$ cat src/shared/gdh_pkg.sv
// constants, field positions and carrier types for the digital i/o handshake block
// assumes one 125 MHz clock; front end and parser live elsewhere
package gdh_pkg;
  // clock and pulse timing
  localparam int CLK_PERIOD_NS = 8;
  localparam int LONG_PULSE_NS = 50000;
  localparam int SHORT_PULSE_NS = 15000;
  localparam int LONG_PULSE_CYCLES = (LONG_PULSE_NS + CLK_PERIOD_NS - 1) / CLK_PERIOD_NS;
  localparam int SHORT_PULSE_CYCLES = (SHORT_PULSE_NS + CLK_PERIOD_NS - 1) / CLK_PERIOD_NS;
  localparam int CNT_W = 16;
  // inhibit hold lets the synchronised port inputs settle
  localparam int INHIBIT_HOLD_CYCLES = 4;
  localparam int INH_W = 3;
  localparam int PORT_BITS = 40;
  localparam int PORT_COUNT = 5;
  // format codes
  localparam logic [2:0] FMT_DEFAULT_TEXT = 3'h0;
  localparam logic [2:0] FMT_FIXED_FIVE = 3'h4;
  localparam logic [2:0] FMT_FAST_BINARY = 3'h5;
  // invert field bit positions (bit n carries weight 2**n)
  localparam int INV_INHIBIT = 0;
  localparam int INV_TRIGGER = 1;
  localparam int INV_STROBE = 2;
  localparam int INV_CLEAR = 3;
  localparam int INV_READY_EDGE = 5;
  localparam int INV_SERVICE = 6;
  // handshake pulse arguments
  localparam logic [1:0] HS_PULSE_CLEAR = 2'h0;
  localparam logic [1:0] HS_PULSE_STROBE = 2'h1;
  localparam logic [1:0] HS_PULSE_TRIGGER = 2'h2;
  // serial poll status byte layout
  localparam int SPOLL_RSV_BIT = 6;
  localparam int SPOLL_OVERRUN_BIT = 0;
  localparam logic [39:0] PORT_RESET = 40'h00_0000_0000;

  typedef struct packed {
    logic [2:0] format_select;
    logic read_mode_select;
    logic [6:0] invert;
    logic service_request_enable;
    logic [7:0] term_first;
    logic [7:0] term_second;
    logic [1:0] term_count;
  } gdh_cfg_s;

  localparam gdh_cfg_s CFG_RESET = '{
    format_select: 3'h0,
    read_mode_select: 1'b0,
    invert: 7'h00,
    service_request_enable: 1'b0,
    term_first: 8'h0d,
    term_second: 8'h0a,
    term_count: 2'h2
  };

  // one-cycle bus event strobes from the bus front end
  typedef struct packed {
    logic my_talk;
    logic my_listen;
    logic untalk;
    logic unlisten;
    logic dev_clear;
    logic if_clear;
    logic group_trigger;
    logic spoll_enable;
    logic spoll_disable;
  } gdh_bus_evt_s;

  typedef struct packed {
    logic [7:0] data;
    logic eoi;
  } gdh_byte_s;

  typedef enum logic [6:0] {
    T_IDLE = 7'h01,
    T_INHIBIT = 7'h02,
    T_SEND = 7'h04,
    T_TERM = 7'h08,
    T_DONE = 7'h10,
    T_SPOLL = 7'h20,
    T_SPARE = 7'h40
  } gdh_talk_e;
endpackage

$ cat src/verilog/gdh_digital_io.sv
// handshake lines, read sequencing and bus events of the digital i/o unit
// assumes one-cycle bus event strobes; port and line inputs are pins
//
// Notes on behaviour
// - clear pulses 50us on clears
// - handshake command pulses one line
// - strobe pulses on new output data
// - ready edge latches, not in fast
// - inhibit during port read or drive
// - fast re-reads, inhibit N+1 times
// - trigger pulses on group trigger
// - service edge raises service request
// - no remote, local or parallel poll
// - unlatched talk reads, sends, needs readdress
// - second latch edge overruns
// - status leaves ports and inhibit alone
// - fast talk: eoi fifth byte, repeatable
// - bytes go out top port first
// - text listen feeds the interpreter
// - fast listen strobes per five bytes
// - early eoi updates received ports
// - device clear restores defaults
// - device clear leaves fast, no pulse
// - interface clear idles both, pulses clear
// - accepted poll byte clears requests
// - unlisten and untalk idle
`timescale 1ns/1ns
module gdh_digital_io #(
  parameter int LONG_PULSE_CYCLES = gdh_pkg::LONG_PULSE_CYCLES
)
(
  input wire logic clock,
  input wire logic rstn,
  input wire gdh_pkg::gdh_bus_evt_s bus_evt,
  input wire logic cfg_wr,
  input wire gdh_pkg::gdh_cfg_s cfg_wdata,
  output gdh_pkg::gdh_cfg_s cfg_state,
  input wire logic handshake_pulse_cmd,
  input wire logic [1:0] handshake_arg,
  input wire logic inhibit_drive_cmd,
  input wire logic status_query_cmd,
  input wire logic [7:0] status_byte,
  input wire logic new_data_out,
  input wire logic [39:0] port_wr_data,
  input wire logic rx_valid,
  input wire gdh_pkg::gdh_byte_s rx_byte,
  output logic rx_ready,
  output logic cmd_valid,
  output logic [7:0] cmd_byte,
  input wire logic cmd_ready,
  output logic tx_valid,
  output gdh_pkg::gdh_byte_s tx_byte,
  input wire logic tx_ready,
  input wire logic [39:0] port_in,
  input wire logic ext_ready_in,
  input wire logic service_in,
  output logic [39:0] port_out,
  output logic clear_out,
  output logic strobe_out,
  output logic trigger_out,
  output logic inhibit_out,
  output logic srq_out,
  output logic overrun_err,
  output logic defaults_restore,
  output logic talker_active,
  output logic listener_active
);
  localparam int CW = gdh_pkg::CNT_W;
  localparam int IW = gdh_pkg::INH_W;
  localparam logic [CW-1:0] LONG_LEN = CW'(LONG_PULSE_CYCLES);
  localparam logic [CW-1:0] SHORT_LEN = CW'(gdh_pkg::SHORT_PULSE_CYCLES);
  localparam logic [IW-1:0] INH_LEN = IW'(gdh_pkg::INHIBIT_HOLD_CYCLES);

  // countdown shared by the timed lines
  function automatic logic [CW-1:0] pulse_next(input logic [CW-1:0] cnt, input logic start,
                                               input logic [CW-1:0] len);
    if (start)
      return len;
    else if (cnt != '0)
      return cnt - 1'b1;
    else
      return cnt;
  endfunction

  // rising edge, or falling when inverted
  function automatic logic edge_of(input logic now, input logic prev, input logic inv);
    return inv ? (prev & ~now) : (now & ~prev);
  endfunction

  gdh_pkg::gdh_cfg_s cfg;
  gdh_pkg::gdh_talk_e state;
  logic [39:0] port_s1, port_s2;
  logic [2:0] ready_s, svc_s;
  logic fast, ready_edge, svc_edge, dcl_fast, dcl_text, go_read, load_latch, status_pending_srq;
  logic [CW-1:0] clr_cnt, stb_cnt, trg_cnt;
  logic [IW-1:0] inh_cnt;
  logic inh_start, capture_now, latch_busy, latch_full, edr_accept, edr_overrun;
  logic [39:0] latch_data, tx_shift, fb_stage;
  logic [2:0] byte_idx, fb_idx;
  logic [1:0] term_idx;
  logic status_pending, spoll_en, preloaded, overrun_flag;
  logic push_valid, push_fire, spoll_accept, send_last, rx_fire, fb_commit;
  gdh_pkg::gdh_byte_s push_byte;
  gdh_pkg::gdh_byte_s buf_mem [2];
  logic buf_wp, buf_rp;
  logic [1:0] buf_cnt;

  assign fast = (cfg.format_select == gdh_pkg::FMT_FAST_BINARY);
  assign cfg_state = cfg;
  assign dcl_fast = bus_evt.dev_clear & fast;
  assign dcl_text = bus_evt.dev_clear & ~fast;

  // two-flop synchronisers; only the second stage and later are read
  always_ff @(posedge clock or negedge rstn)
  begin
    if (!rstn)
    begin
      port_s1 <= gdh_pkg::PORT_RESET;
      port_s2 <= gdh_pkg::PORT_RESET;
      ready_s <= 3'h0;
      svc_s <= 3'h0;
    end
    else
    begin
      port_s1 <= port_in;
      port_s2 <= port_s1;
      ready_s <= {ready_s[1:0], ext_ready_in};
      svc_s <= {svc_s[1:0], service_in};
    end
  end

  assign ready_edge = edge_of(ready_s[1], ready_s[2], cfg.invert[gdh_pkg::INV_READY_EDGE]);
  assign svc_edge = edge_of(svc_s[1], svc_s[2], cfg.invert[gdh_pkg::INV_SERVICE]);

  // configuration; device clear restores defaults or leaves fast
  always_ff @(posedge clock or negedge rstn)
  begin
    if (!rstn)
      cfg <= gdh_pkg::CFG_RESET;
    else if (dcl_fast)
      cfg.format_select <= gdh_pkg::FMT_DEFAULT_TEXT;
    else if (dcl_text)
      cfg <= gdh_pkg::CFG_RESET;
    else if (cfg_wr)
      cfg <= cfg_wdata;
  end

  // addressing; no remote, local or parallel poll events exist
  always_ff @(posedge clock or negedge rstn)
  begin
    if (!rstn)
    begin
      talker_active <= 1'b0;
      listener_active <= 1'b0;
      spoll_en <= 1'b0;
    end
    else
    begin
      if (bus_evt.if_clear || bus_evt.untalk)
        talker_active <= 1'b0;
      else if (bus_evt.my_talk)
        talker_active <= 1'b1;
      if (bus_evt.if_clear || bus_evt.unlisten)
        listener_active <= 1'b0;
      else if (bus_evt.my_listen)
        listener_active <= 1'b1;
      if (bus_evt.if_clear || bus_evt.spoll_disable)
        spoll_en <= 1'b0;
      else if (bus_evt.spoll_enable)
        spoll_en <= 1'b1;
    end
  end

  // timed output lines, one countdown each
  always_ff @(posedge clock or negedge rstn)
  begin
    if (!rstn)
    begin
      clr_cnt <= '0;
      stb_cnt <= '0;
      trg_cnt <= '0;
    end
    else
    begin
      clr_cnt <= pulse_next(clr_cnt, dcl_text | bus_evt.if_clear
                 | (handshake_pulse_cmd && handshake_arg == gdh_pkg::HS_PULSE_CLEAR), LONG_LEN);
      stb_cnt <= pulse_next(stb_cnt, new_data_out | fb_commit
                 | (handshake_pulse_cmd && handshake_arg == gdh_pkg::HS_PULSE_STROBE),
                 fb_commit ? SHORT_LEN : LONG_LEN);
      trg_cnt <= pulse_next(trg_cnt, bus_evt.group_trigger
                 | (handshake_pulse_cmd && handshake_arg == gdh_pkg::HS_PULSE_TRIGGER), LONG_LEN);
    end
  end

  // registered pin levels; programmable polarity on all but srq_out
  always_ff @(posedge clock or negedge rstn)
  begin
    if (!rstn)
    begin
      clear_out <= 1'b0;
      strobe_out <= 1'b0;
      trigger_out <= 1'b0;
      inhibit_out <= 1'b0;
      srq_out <= 1'b0;
    end
    else
    begin
      clear_out <= (clr_cnt != '0) ^ cfg.invert[gdh_pkg::INV_CLEAR];
      strobe_out <= (stb_cnt != '0) ^ cfg.invert[gdh_pkg::INV_STROBE];
      trigger_out <= (trg_cnt != '0) ^ cfg.invert[gdh_pkg::INV_TRIGGER];
      inhibit_out <= ((inh_cnt != '0) | inhibit_drive_cmd)
                     ^ cfg.invert[gdh_pkg::INV_INHIBIT];
      srq_out <= status_pending_srq;
    end
  end

  // latched reads; an edge while data waits is refused
  assign edr_accept = ready_edge & cfg.read_mode_select & ~fast & ~latch_full & ~latch_busy;
  assign edr_overrun = ready_edge & cfg.read_mode_select & ~fast & (latch_full | latch_busy);
  assign capture_now = (inh_cnt == IW'(1));

  // inhibit hold; ports sampled in its last cycle
  always_ff @(posedge clock or negedge rstn)
  begin
    if (!rstn)
      inh_cnt <= '0;
    else if (inh_start)
      inh_cnt <= INH_LEN;
    else if (inh_cnt != '0)
      inh_cnt <= inh_cnt - 1'b1;
  end

  assign inh_start = edr_accept | ((state == gdh_pkg::T_IDLE) & go_read)
                     | ((state == gdh_pkg::T_SEND) & push_fire & send_last & fast);

  // latch of edge-captured data; capture beats a same-cycle load
  always_ff @(posedge clock or negedge rstn)
  begin
    if (!rstn)
    begin
      latch_busy <= 1'b0;
      latch_full <= 1'b0;
      latch_data <= gdh_pkg::PORT_RESET;
      overrun_err <= 1'b0;
    end
    else
    begin
      overrun_err <= edr_overrun;
      if (dcl_text)
      begin
        latch_busy <= 1'b0;
        latch_full <= 1'b0;
      end
      else
      begin
        if (edr_accept)
          latch_busy <= 1'b1;
        else if (capture_now && latch_busy)
          latch_busy <= 1'b0;
        if (load_latch)
          latch_full <= 1'b0;
        if (capture_now && latch_busy)
        begin
          latch_data <= port_s2;
          latch_full <= 1'b1;
        end
      end
    end
  end

  // talker decisions taken in idle
  assign go_read = talker_active & ~spoll_en & ~status_pending
                   & (fast ? ~preloaded : ~cfg.read_mode_select);
  assign load_latch = (state == gdh_pkg::T_IDLE) & talker_active & ~spoll_en & ~status_pending
                      & ~fast & cfg.read_mode_select & latch_full;
  assign send_last = (byte_idx == 3'h4);

  // bytes offered to the output buffer
  always_comb
  begin
    push_valid = 1'b0;
    push_byte = '{data: tx_shift[39:32], eoi: 1'b0};
    case (state)
      gdh_pkg::T_IDLE:
      begin
        push_valid = talker_active & ~spoll_en & status_pending;
        push_byte = '{data: status_byte, eoi: 1'b1};
      end
      gdh_pkg::T_SPOLL:
      begin
        push_valid = 1'b1;
        push_byte.data = 8'h00;
        push_byte.data[gdh_pkg::SPOLL_RSV_BIT] = status_pending_srq;
        push_byte.data[gdh_pkg::SPOLL_OVERRUN_BIT] = overrun_flag;
      end
      gdh_pkg::T_SEND:
      begin
        push_valid = 1'b1;
        push_byte.eoi = send_last & (fast
                        | (cfg.format_select == gdh_pkg::FMT_FIXED_FIVE) | (cfg.term_count == 2'h0));
      end
      gdh_pkg::T_TERM:
      begin
        push_valid = 1'b1;
        push_byte.data = (term_idx == 2'h0) ? cfg.term_first : cfg.term_second;
        push_byte.eoi = (term_idx == cfg.term_count - 2'h1);
      end
      default:
        push_valid = 1'b0;
    endcase
  end

  assign push_fire = push_valid & (buf_cnt != 2'h2);
  assign spoll_accept = push_fire & (state == gdh_pkg::T_SPOLL);

  // talker sequencer
  always_ff @(posedge clock or negedge rstn)
  begin
    if (!rstn)
    begin
      state <= gdh_pkg::T_IDLE;
      tx_shift <= gdh_pkg::PORT_RESET;
      byte_idx <= 3'h0;
      term_idx <= 2'h0;
      preloaded <= 1'b0;
    end
    else if (bus_evt.if_clear || bus_evt.untalk || dcl_text)
    begin
      state <= gdh_pkg::T_IDLE;
      byte_idx <= 3'h0;
      term_idx <= 2'h0;
      preloaded <= preloaded & ~dcl_text;
    end
    else
    begin
      case (state)
        gdh_pkg::T_IDLE:
        begin
          if (talker_active && spoll_en)
            state <= gdh_pkg::T_SPOLL;
          else if (push_fire)
            state <= gdh_pkg::T_DONE;
          else if (go_read)
            state <= gdh_pkg::T_INHIBIT;
          else if (talker_active && fast && preloaded)
          begin
            preloaded <= 1'b0;
            state <= gdh_pkg::T_SEND;
          end
          else if (load_latch)
          begin
            tx_shift <= latch_data;
            state <= gdh_pkg::T_SEND;
          end
        end
        gdh_pkg::T_INHIBIT:
        begin
          if (capture_now)
          begin
            tx_shift <= port_s2;
            preloaded <= fast & ~talker_active;
            state <= talker_active ? gdh_pkg::T_SEND : gdh_pkg::T_IDLE;
          end
        end
        gdh_pkg::T_SEND:
        begin
          if (push_fire)
          begin
            tx_shift <= {tx_shift[31:0], 8'h00};
            byte_idx <= byte_idx + 3'h1;
            if (send_last)
            begin
              byte_idx <= 3'h0;
              if (fast)
                state <= gdh_pkg::T_INHIBIT;
              else if (push_byte.eoi)
                state <= gdh_pkg::T_DONE;
              else
                state <= gdh_pkg::T_TERM;
            end
          end
        end
        gdh_pkg::T_TERM:
        begin
          if (push_fire)
          begin
            term_idx <= term_idx + 2'h1;
            if (push_byte.eoi)
            begin
              term_idx <= 2'h0;
              state <= gdh_pkg::T_DONE;
            end
          end
        end
        gdh_pkg::T_DONE:
        begin
          if (bus_evt.my_talk)
            state <= gdh_pkg::T_IDLE;
        end
        gdh_pkg::T_SPOLL:
        begin
          if (!spoll_en || !talker_active)
            state <= gdh_pkg::T_IDLE;
        end
        default:
        begin
          state <= gdh_pkg::T_IDLE;
        end
      endcase
    end
  end

  // sticky flags; an event in the clearing cycle survives
  always_ff @(posedge clock or negedge rstn)
  begin
    if (!rstn)
    begin
      status_pending_srq <= 1'b0;
      overrun_flag <= 1'b0;
      status_pending <= 1'b0;
    end
    else if (dcl_text)
    begin
      status_pending_srq <= 1'b0;
      overrun_flag <= 1'b0;
      status_pending <= 1'b0;
    end
    else
    begin
      if (svc_edge && cfg.service_request_enable)
        status_pending_srq <= 1'b1;
      else if (spoll_accept)
        status_pending_srq <= 1'b0;
      if (edr_overrun)
        overrun_flag <= 1'b1;
      else if (spoll_accept)
        overrun_flag <= 1'b0;
      if (status_query_cmd)
        status_pending <= 1'b1;
      else if (push_fire && state == gdh_pkg::T_IDLE)
        status_pending <= 1'b0;
    end
  end

  // two-entry output buffer; a stall holds the talker
  assign tx_valid = (buf_cnt != 2'h0);
  assign tx_byte = buf_mem[buf_rp];
  always_ff @(posedge clock or negedge rstn)
  begin
    if (!rstn)
    begin
      buf_wp <= 1'b0;
      buf_rp <= 1'b0;
      buf_cnt <= 2'h0;
      buf_mem[0] <= '0;
      buf_mem[1] <= '0;
    end
    else
    begin
      if (push_fire)
      begin
        buf_mem[buf_wp] <= push_byte;
        buf_wp <= ~buf_wp;
      end
      if (tx_valid && tx_ready)
        buf_rp <= ~buf_rp;
      buf_cnt <= buf_cnt + {1'b0, push_fire} - {1'b0, tx_valid & tx_ready};
    end
  end

  // listener: text to interpreter, fast binary to ports
  assign rx_ready = listener_active & (fast | ~cmd_valid | cmd_ready);
  assign rx_fire = rx_valid & rx_ready;
  assign fb_commit = rx_fire & fast & ((fb_idx == 3'h4) | rx_byte.eoi);

  always_ff @(posedge clock or negedge rstn)
  begin
    if (!rstn)
    begin
      cmd_valid <= 1'b0;
      cmd_byte <= 8'h00;
    end
    else if (rx_fire && !fast)
    begin
      cmd_valid <= 1'b1;
      cmd_byte <= rx_byte.data;
    end
    else if (cmd_ready)
      cmd_valid <= 1'b0;
  end

  // port writes; fast binary commits only the bytes received
  always_ff @(posedge clock or negedge rstn)
  begin
    if (!rstn)
    begin
      port_out <= gdh_pkg::PORT_RESET;
      fb_stage <= gdh_pkg::PORT_RESET;
      fb_idx <= 3'h0;
      defaults_restore <= 1'b0;
    end
    else
    begin
      defaults_restore <= dcl_text;
      if (dcl_text)
      begin
        port_out <= gdh_pkg::PORT_RESET;
        fb_idx <= 3'h0;
      end
      else if (dcl_fast || !listener_active)
        fb_idx <= 3'h0;
      else if (rx_fire && fast)
      begin
        fb_stage[39 - 8 * fb_idx -: 8] <= rx_byte.data;
        fb_idx <= fb_commit ? 3'h0 : fb_idx + 3'h1;
        if (fb_commit)
        begin
          for (int i = 0; i < gdh_pkg::PORT_COUNT; i++)
          begin
            if (i < fb_idx)
              port_out[39 - 8 * i -: 8] <= fb_stage[39 - 8 * i -: 8];
            else if (i == fb_idx)
              port_out[39 - 8 * i -: 8] <= rx_byte.data;
          end
        end
      end
      if (new_data_out && !dcl_text)
        port_out <= port_wr_data;
    end
  end
endmodule // gdh_digital_io

$ cat config.mk
export PLATFORM = sky130hd
export DESIGN_NAME = gdh_digital_io
export DESIGN_NICKNAME = d
export VERILOG_FILES = /design/src/shared/gdh_pkg.sv /design/src/verilog/gdh_digital_io.sv
export SDC_FILE = /design/constraint.sdc
export NUM_CORES = 1
export LEC_CHECK = 0
export BUFFER_PORTS_ARGS = -buffer_cell sky130_fd_sc_hd__clkbuf_2
export CORE_MARGIN = 1.5
export CORE_UTILIZATION = 37
export CTS_BUF_LIST = sky130_fd_sc_hd__clkbuf_2 sky130_fd_sc_hd__clkbuf_4 sky130_fd_sc_hd__clkbuf_8
export CTS_CLUSTER_DIAMETER = 200
export DETAILED_ROUTE_END_ITERATION = 6
export GPL_TIMING_DRIVEN = 0
export SLEW_MARGIN = 40
export SYNTH_ARGS = -nofsm -noshare
export SYNTH_HDL_FRONTEND = slang
export SYNTH_SLANG_ARGS = --single-unit
$ cat constraint.sdc
create_clock -name clock -period 7.6 [get_ports clock]
set_clock_uncertainty 0.05 [all_clocks]
set_input_delay 1.14 -clock clock [delete_from_list [all_inputs] [get_ports clock]]
set_output_delay 1.14 -clock clock [all_outputs]
set_load 0.03 [all_outputs]
Yosys cells after proc, flatten, opt, wreduce, memory -nomap -nowiden
Index checks and enable logic that the tools add are counted.

Add/sub/neg operators: 12. Shifts and indexed selects: 2. Multipliers: 0. Reduce and logical (&&, ||, !) cells: 76. Bitwise gates (word level): 74. Equality and inequality tests: 39. Order comparisons: 8. Div/mod/pow operators: 0. Muxes and demuxes: 107.

Operators by type and width (count): $mux W40 (12); $pmux W40 S3 (1); $mux W16 (6); $mux W7 (13); $mux W8 (11); $mux W30 (2); $reduce_bool A16 Y1 (3); $sub A16 B1 Y16 const B (3); $shift A8 B34 Y47 const A (1); $shiftx A8 B34 Y47 (1); $pmux W7 S6 (1); $bwmux W40 (1); $mux W3 (12); $mux W9 (4); $reduce_bool A3 Y1 (12); $and A1 B1 Y1 (35); $neg A32 Y34 (1); $mux W1 (31); $reduce_bool A2 Y1 (13); $pmux W8 S3 (1); $reduce_and A4 Y1 (5); $reduce_bool A4 Y1 (5); $not A1 Y1 (19); $bwmux W18 (1); other kinds (51) (124).

Register bits after elaboration: 389. Memories: 0. Word-level logic and storage cells: 370. RAM bits: 0. Latch bits: 0. Output and inout port bits: 99. Input bits: 150. ROM bits: 0.

Depth between registers and ports, before layout
Word-level depth: 14. Mapped depth: 13. Mapped depth without buffers: 9.

Least setup slack after synthesis
No wires, ideal clock.

Path kind: in2reg. From: input port bus_evt[4] in the netlist's numbering. To: register latch_data[0]. Cell stages on the path: 6. Setup time: 0.125 ns. Slack: 4.797 ns. Path buffers: 2. Arrival time: 2.628 ns. Cells stage by stage: clkbuf_1 nand2_1 inv_2 nor3b_1 buf_2 mux2_2.

Longest elaborated chain between the ends: 3.

Ends and longest elaborated chain: start, declared (RTL line gdh_digital_io.sv:34) `input wire gdh_pkg::gdh_bus_evt_s bus_evt,`; $and A1 B1 Y1 (RTL line gdh_digital_io.sv:111) `assign dcl_text = bus_evt.dev_clear & ~fast;`; $not A1 Y1 (no source line); $reduce_and A2 Y1 (no source line); end signal, assigned (RTL line gdh_digital_io.sv:243) `latch_data <= gdh_pkg::PORT_RESET;`; end signal, assigned (RTL line gdh_digital_io.sv:264) `latch_data <= port_s2;`; end, declared (RTL line gdh_digital_io.sv:98) `logic [39:0] latch_data, tx_shift, fb_stage;`.

Every way passes these cells. A chain may end at the register's enable or synchronous reset.

Worst setup path in the final report
From: register fb_idx[1]. To: register port_out[31].

Longest elaborated chain between the ends: 7.

Ends and longest elaborated chain: start, declared (RTL line gdh_digital_io.sv:99) `logic [2:0] byte_idx, fb_idx;`; start signal, assigned (RTL line gdh_digital_io.sv:515) `fb_idx <= fb_commit ? 3'h0 : fb_idx + 3'h1;`; $lt A1 B3 Y1 (RTL line gdh_digital_io.sv:520) `if (i < fb_idx)`; $mux W8 (RTL line gdh_digital_io.sv:520); $mux W40 (RTL line gdh_digital_io.sv:516) `if (fb_commit)`; $mux W40 (RTL line gdh_digital_io.sv:512) `else if (rx_fire && fast)`; $mux W40 (RTL line gdh_digital_io.sv:510) `else if (dcl_fast || !listener_active)`; $mux W40 (RTL line gdh_digital_io.sv:505) `if (dcl_text)`; $mux W40 (RTL line gdh_digital_io.sv:527) `if (new_data_out && !dcl_text)`; end signal, assigned (RTL line gdh_digital_io.sv:507) `port_out <= gdh_pkg::PORT_RESET;`; end signal, assigned by index (RTL line gdh_digital_io.sv:521) `port_out[39 - 8 * i -: 8] <= fb_stage[39 - 8 * i -: 8];`; end signal, assigned (RTL line gdh_digital_io.sv:528) `port_out <= port_wr_data;`; end, declared (RTL line gdh_digital_io.sv:57) `output logic [39:0] port_out,`.

Several ways; a longest one is shown, not always the timed one. The select of a mux whose other input is x is not followed.

==> results by group <==
Floorplanning
  • Die area: 0.0470 mm^2
  • Die span in x: 217 um
  • Core outline area: 0.0452 mm^2
  • Io pins: 249
  • Die height: 217 um
  • Initial core utilization: 0.374
  • Site Rows: 78

Detailed routing
  • Final wirelength: 46200 um
  • Routed len/inst: 18.2 um
  • 1st-pass router iterations: 7
  • DR vias/cell: 5.14
  • 1st-iter DRT viols: 783
  • DRC Markers: 0
  • Via count: 13.0k
  • Detail Route Antenna Nets: 0

Clock tree
  • H-tree levels: 3
  • Clk root buf: clkbuf_8
  • CTS tree: yes
  • Post-CTS setup buffers: 0
  • Clock Pin Slew Worst Setup and Hold Paths: 0.06 ns
  • Number of clock sinks: 388
  • Hold_buf cts: 0
  • Clk buf depth: 3
  • CTS Buf Count: 68
  • Post-CTS sizing: 0
  • Clk_lat worst skew: 0.66 ns

Timing
  • Fin Hold WS: 0.293 ns
  • Fmax: 286 MHz
  • Setup TNS: 0 ns
  • Crit share post-route: 0.460
  • Measured slew at the worst slew-check pin: 0.840 ns
  • Fin. max-slew vios: 0
  • Tmin final: 3.49 ns
  • Setup Viol. Count Final: 0
  • Setup ws final: 4.11 ns
  • Final Hold Vio Count: 0
  • RSZ-0062 raised after global routing: no
  • Worst slew margin: 0.440

Synthesis
  • Top post-synthesis cells by area: dfrtp_1 56%, mux2_2 9.0%, nand2_1 5.9%
  • Async set-reset flop share out of synthesis: 1.00
  • Dominant cell type by area after synthesis: dfrtp_1
  • Xor-xnor portion of the synthesized cell area: 0.0249
  • Syn Inst Count: 1564
  • Post-synthesis mux area share: 0.104
  • Yosys warnings: 0
  • Most used flip-flop cell after synthesis: dfrtp_1
  • Post-Synth Simple-Gate Area: 0.147
  • Cell variety after synth: 68
  • Post-synthesis sequential area ratio: 0.575
  • Mapped Nets: 1731
  • Yosys reg bits: 388
  • Top cell type's share of synthesized area: 0.564
  • Compound-Gate Fraction of Synth Area: 0.107
  • Combinational family with the most area after synthesis: simple AND/OR/NAND/NOR gates
  • Adder-Cell Fraction of Synth Area: 0.0126
  • Post-synth EDFFs: 0
  • Synth Area per Inst: 10.8 um^2
  • Mapped cell area: 0.0169 mm^2

Critical path
  • CP required: 8.09 ns
  • Crit Path Category: reg -> reg
  • Crit-path cells: clkbuf_1, clkbuf_1, inv_1, ha_1, ha_1, nor2_1, nor4_2, a21oi_1, clkbuf_1, nand2_1, o31ai_1
  • Crit path buffers/inverters: 4
  • Critical Path Slowest Stage Cell: a21oi_1
  • Setup crit start kind: flop
  • Crit-path max cell delay: 0.69 ns
  • Worst EP arrival: 3.98 ns
  • Crit. path cell count: 11
  • Most used cell, CP: clkbuf_1
  • Crit. End Element: flop
  • Crit path max-delay family: buffers and inverters
  • Crit Path Max Fanout: 10
  • R2R cell count: 11

Layout
  • Share of cells above drive strength 1: 0.289
  • Final nets: 2052
  • Fill count: 4206
  • Area Overhead vs Synth: 21.4%
  • Final core utilization: 0.454
  • Area used by multi-input combinational logic: 0.00670 mm^2
  • Sequential cell area: 0.00972 mm^2

Power and ir drop
  • Net Switching: 1.52 mW
  • Leakage: 9.85 nW
  • Cell Pwr Density: 255 mW/mm^2
  • Sequential Power Share: 0.456
  • Maximum VDD drop: 0.146 mV
  • Logic pwr share: 0.159
  • Clk pwr share: 0.385
  • P_int: 3.72 mW
  • Switching share of total power: 0.290

Place
  • DP HPWL: 33400 um
  • I/O Buffers: 245
  • Gpl congestion: 0.877
  • Pre-CTS WS: 3.75 ns

Global routing
  • Initial antenna violation count: 3
  • Overall routing resource usage: 0.198
  • First-pass GRT wire length: 72400 um
  • Pin count of the biggest net entering global routing: 67
  • GRT overflow: 0
  • Vias in the first global route: 13.2k

Hold path
  • Hold Path Class: reg -> reg
  • Hold depth: 0

Run status
  • Status: finished, final reports clean

Flow run
  • Max_cap viols: 0
## final timing paths
path	from	to	slack [ns]
setup reg to reg	fb_idx[1]	port_out[31]	4.11
setup / recovery	fb_idx[1]	port_out[31]	4.11
min in group asynchronous	rstn	byte_idx[1]	0.38
max in group asynchronous	rstn	port_out[0]	6.08
hold / removal	port_s1[26]	port_s2[26]	0.29
hold reg to reg	port_s1[26]	port_s2[26]	0.29
## sequential cells by signal (all words and copies together) (netlist names), 2 cells and up
name	flops
fb_idx	3
clr_cnt	16
svc_s	3
term_idx	2
trg_cnt	16
byte_idx	3
ready_s	3
port_s2	40
state	6
tx_shift	40
port_out	40
latch_data	40
fb_stage	40
stb_cnt	16
port_s1	40
cfg_state	30
buf_cnt	2
cmd_byte	8
inh_cnt	3
buf_mem	18
## layer usage
| layer | up-vias | track usage | part of all wire |
|---|---|---|---|
| met5 | - | 0 | 0 |
| met4 | 0 | 0.0863 | 0.032 |
| met1 | 6446 | 0.272 | 0.46 |
| li1 | 6082 | - | - |
| met2 | 410 | 0.307 | 0.46 |
| met3 | 92 | 0.0366 | 0.054 |
## power groups by stage
stage	clock network [mW]	logic (mW)	registers [mW]
2_1_floorplan	0	0.457	2.48
4_1_cts	2.08	0.843	2.39
6_report	2.02	0.832	2.39
5_1_grt	2.18	0.911	2.41
3_3_place_gp	0	0.811	2.41
3_5_place_dp	0	0.841	2.42
## synthesized netlist by cell type (3+ instances only)
library cell / instances
dfrtp_1: 381
xnor2_1: 18
a222oi_1: 6
nor3_1: 17
nand2b_1: 14
nor3_2: 3
nor2b_1: 9
a22o_1: 8
nor4_2: 4
nor4_1: 9
buf_4: 4
or4_1: 7
o21ai_0: 69
a31o_2: 3
clkbuf_1: 59
o211ai_1: 3
ha_1: 17
a31oi_1: 5
mux2_2: 135
inv_1: 36
nand4_1: 9
dfstp_2: 7
or3_1: 6
xor2_1: 30
and2_1: 6
a22oi_1: 36
mux2i_1: 24
nand2_1: 266
nand3_1: 52
buf_2: 17
o31ai_1: 36
or2_2: 4
nand4b_1: 6
nand3b_1: 6
o22ai_1: 3
a21oi_1: 93
nor3b_1: 3
buf_1: 6
nor2_1: 109
## placed cells by master, fill, tap and decap left out, drive strengths merged, types with 13 or more instances in the layout
master    n
mux2i    24
o21ai    71
nand3    52
nor3     21
nor2    109
nand2b   14
a22oi    36
a21oi    95
clkbuf  410
buf      33
o31ai    36
dfrtp   381
nand2   266
ha       17
xnor2    18
xor2     30
mux2    135
nor4     13
inv      39
## stage by stage
step / instances / power (mW) / area, um^2
2_1_floorplan: 1564 / 2.93 / 16900
3_3_place_gp: 2409 / 3.22 / 18900
3_5_place_dp: 2415 / 3.26 / 19100
4_1_cts: 2532 / 5.31 / 20500
5_1_grt: 2534 / 5.50 / 20500
6_report: 2535 / 5.23 / 20500
## cells by family (layout without fill, tap and decap cells)
family | after synthesis | count (layout)
and+or+nand+nor | 541 | 541
DFF | 388 | 388
adders and majority gates | 17 | 17
buffers and inverters | 124 | 492
AOI/OAI and AO/OA | 287 | 287
other | 0 | 3
muxes | 159 | 159
xor gates and xnor gates | 48 | 48
## final cells by class
cell class | count | area share
multi-input combinational | 1052 | 0.326
timing repair buffer | 251 | 0.0682
buffer | 87 | 0.0177
inverter | 37 | 0.00677
tap | 600 | 0.0366
clock inverter | 12 | 0.00695
antenna | 3 | 0.000366
clock buffer | 105 | 0.0634
sequential | 388 | 0.474
Note: power is estimated with default switching activity, not from simulation.
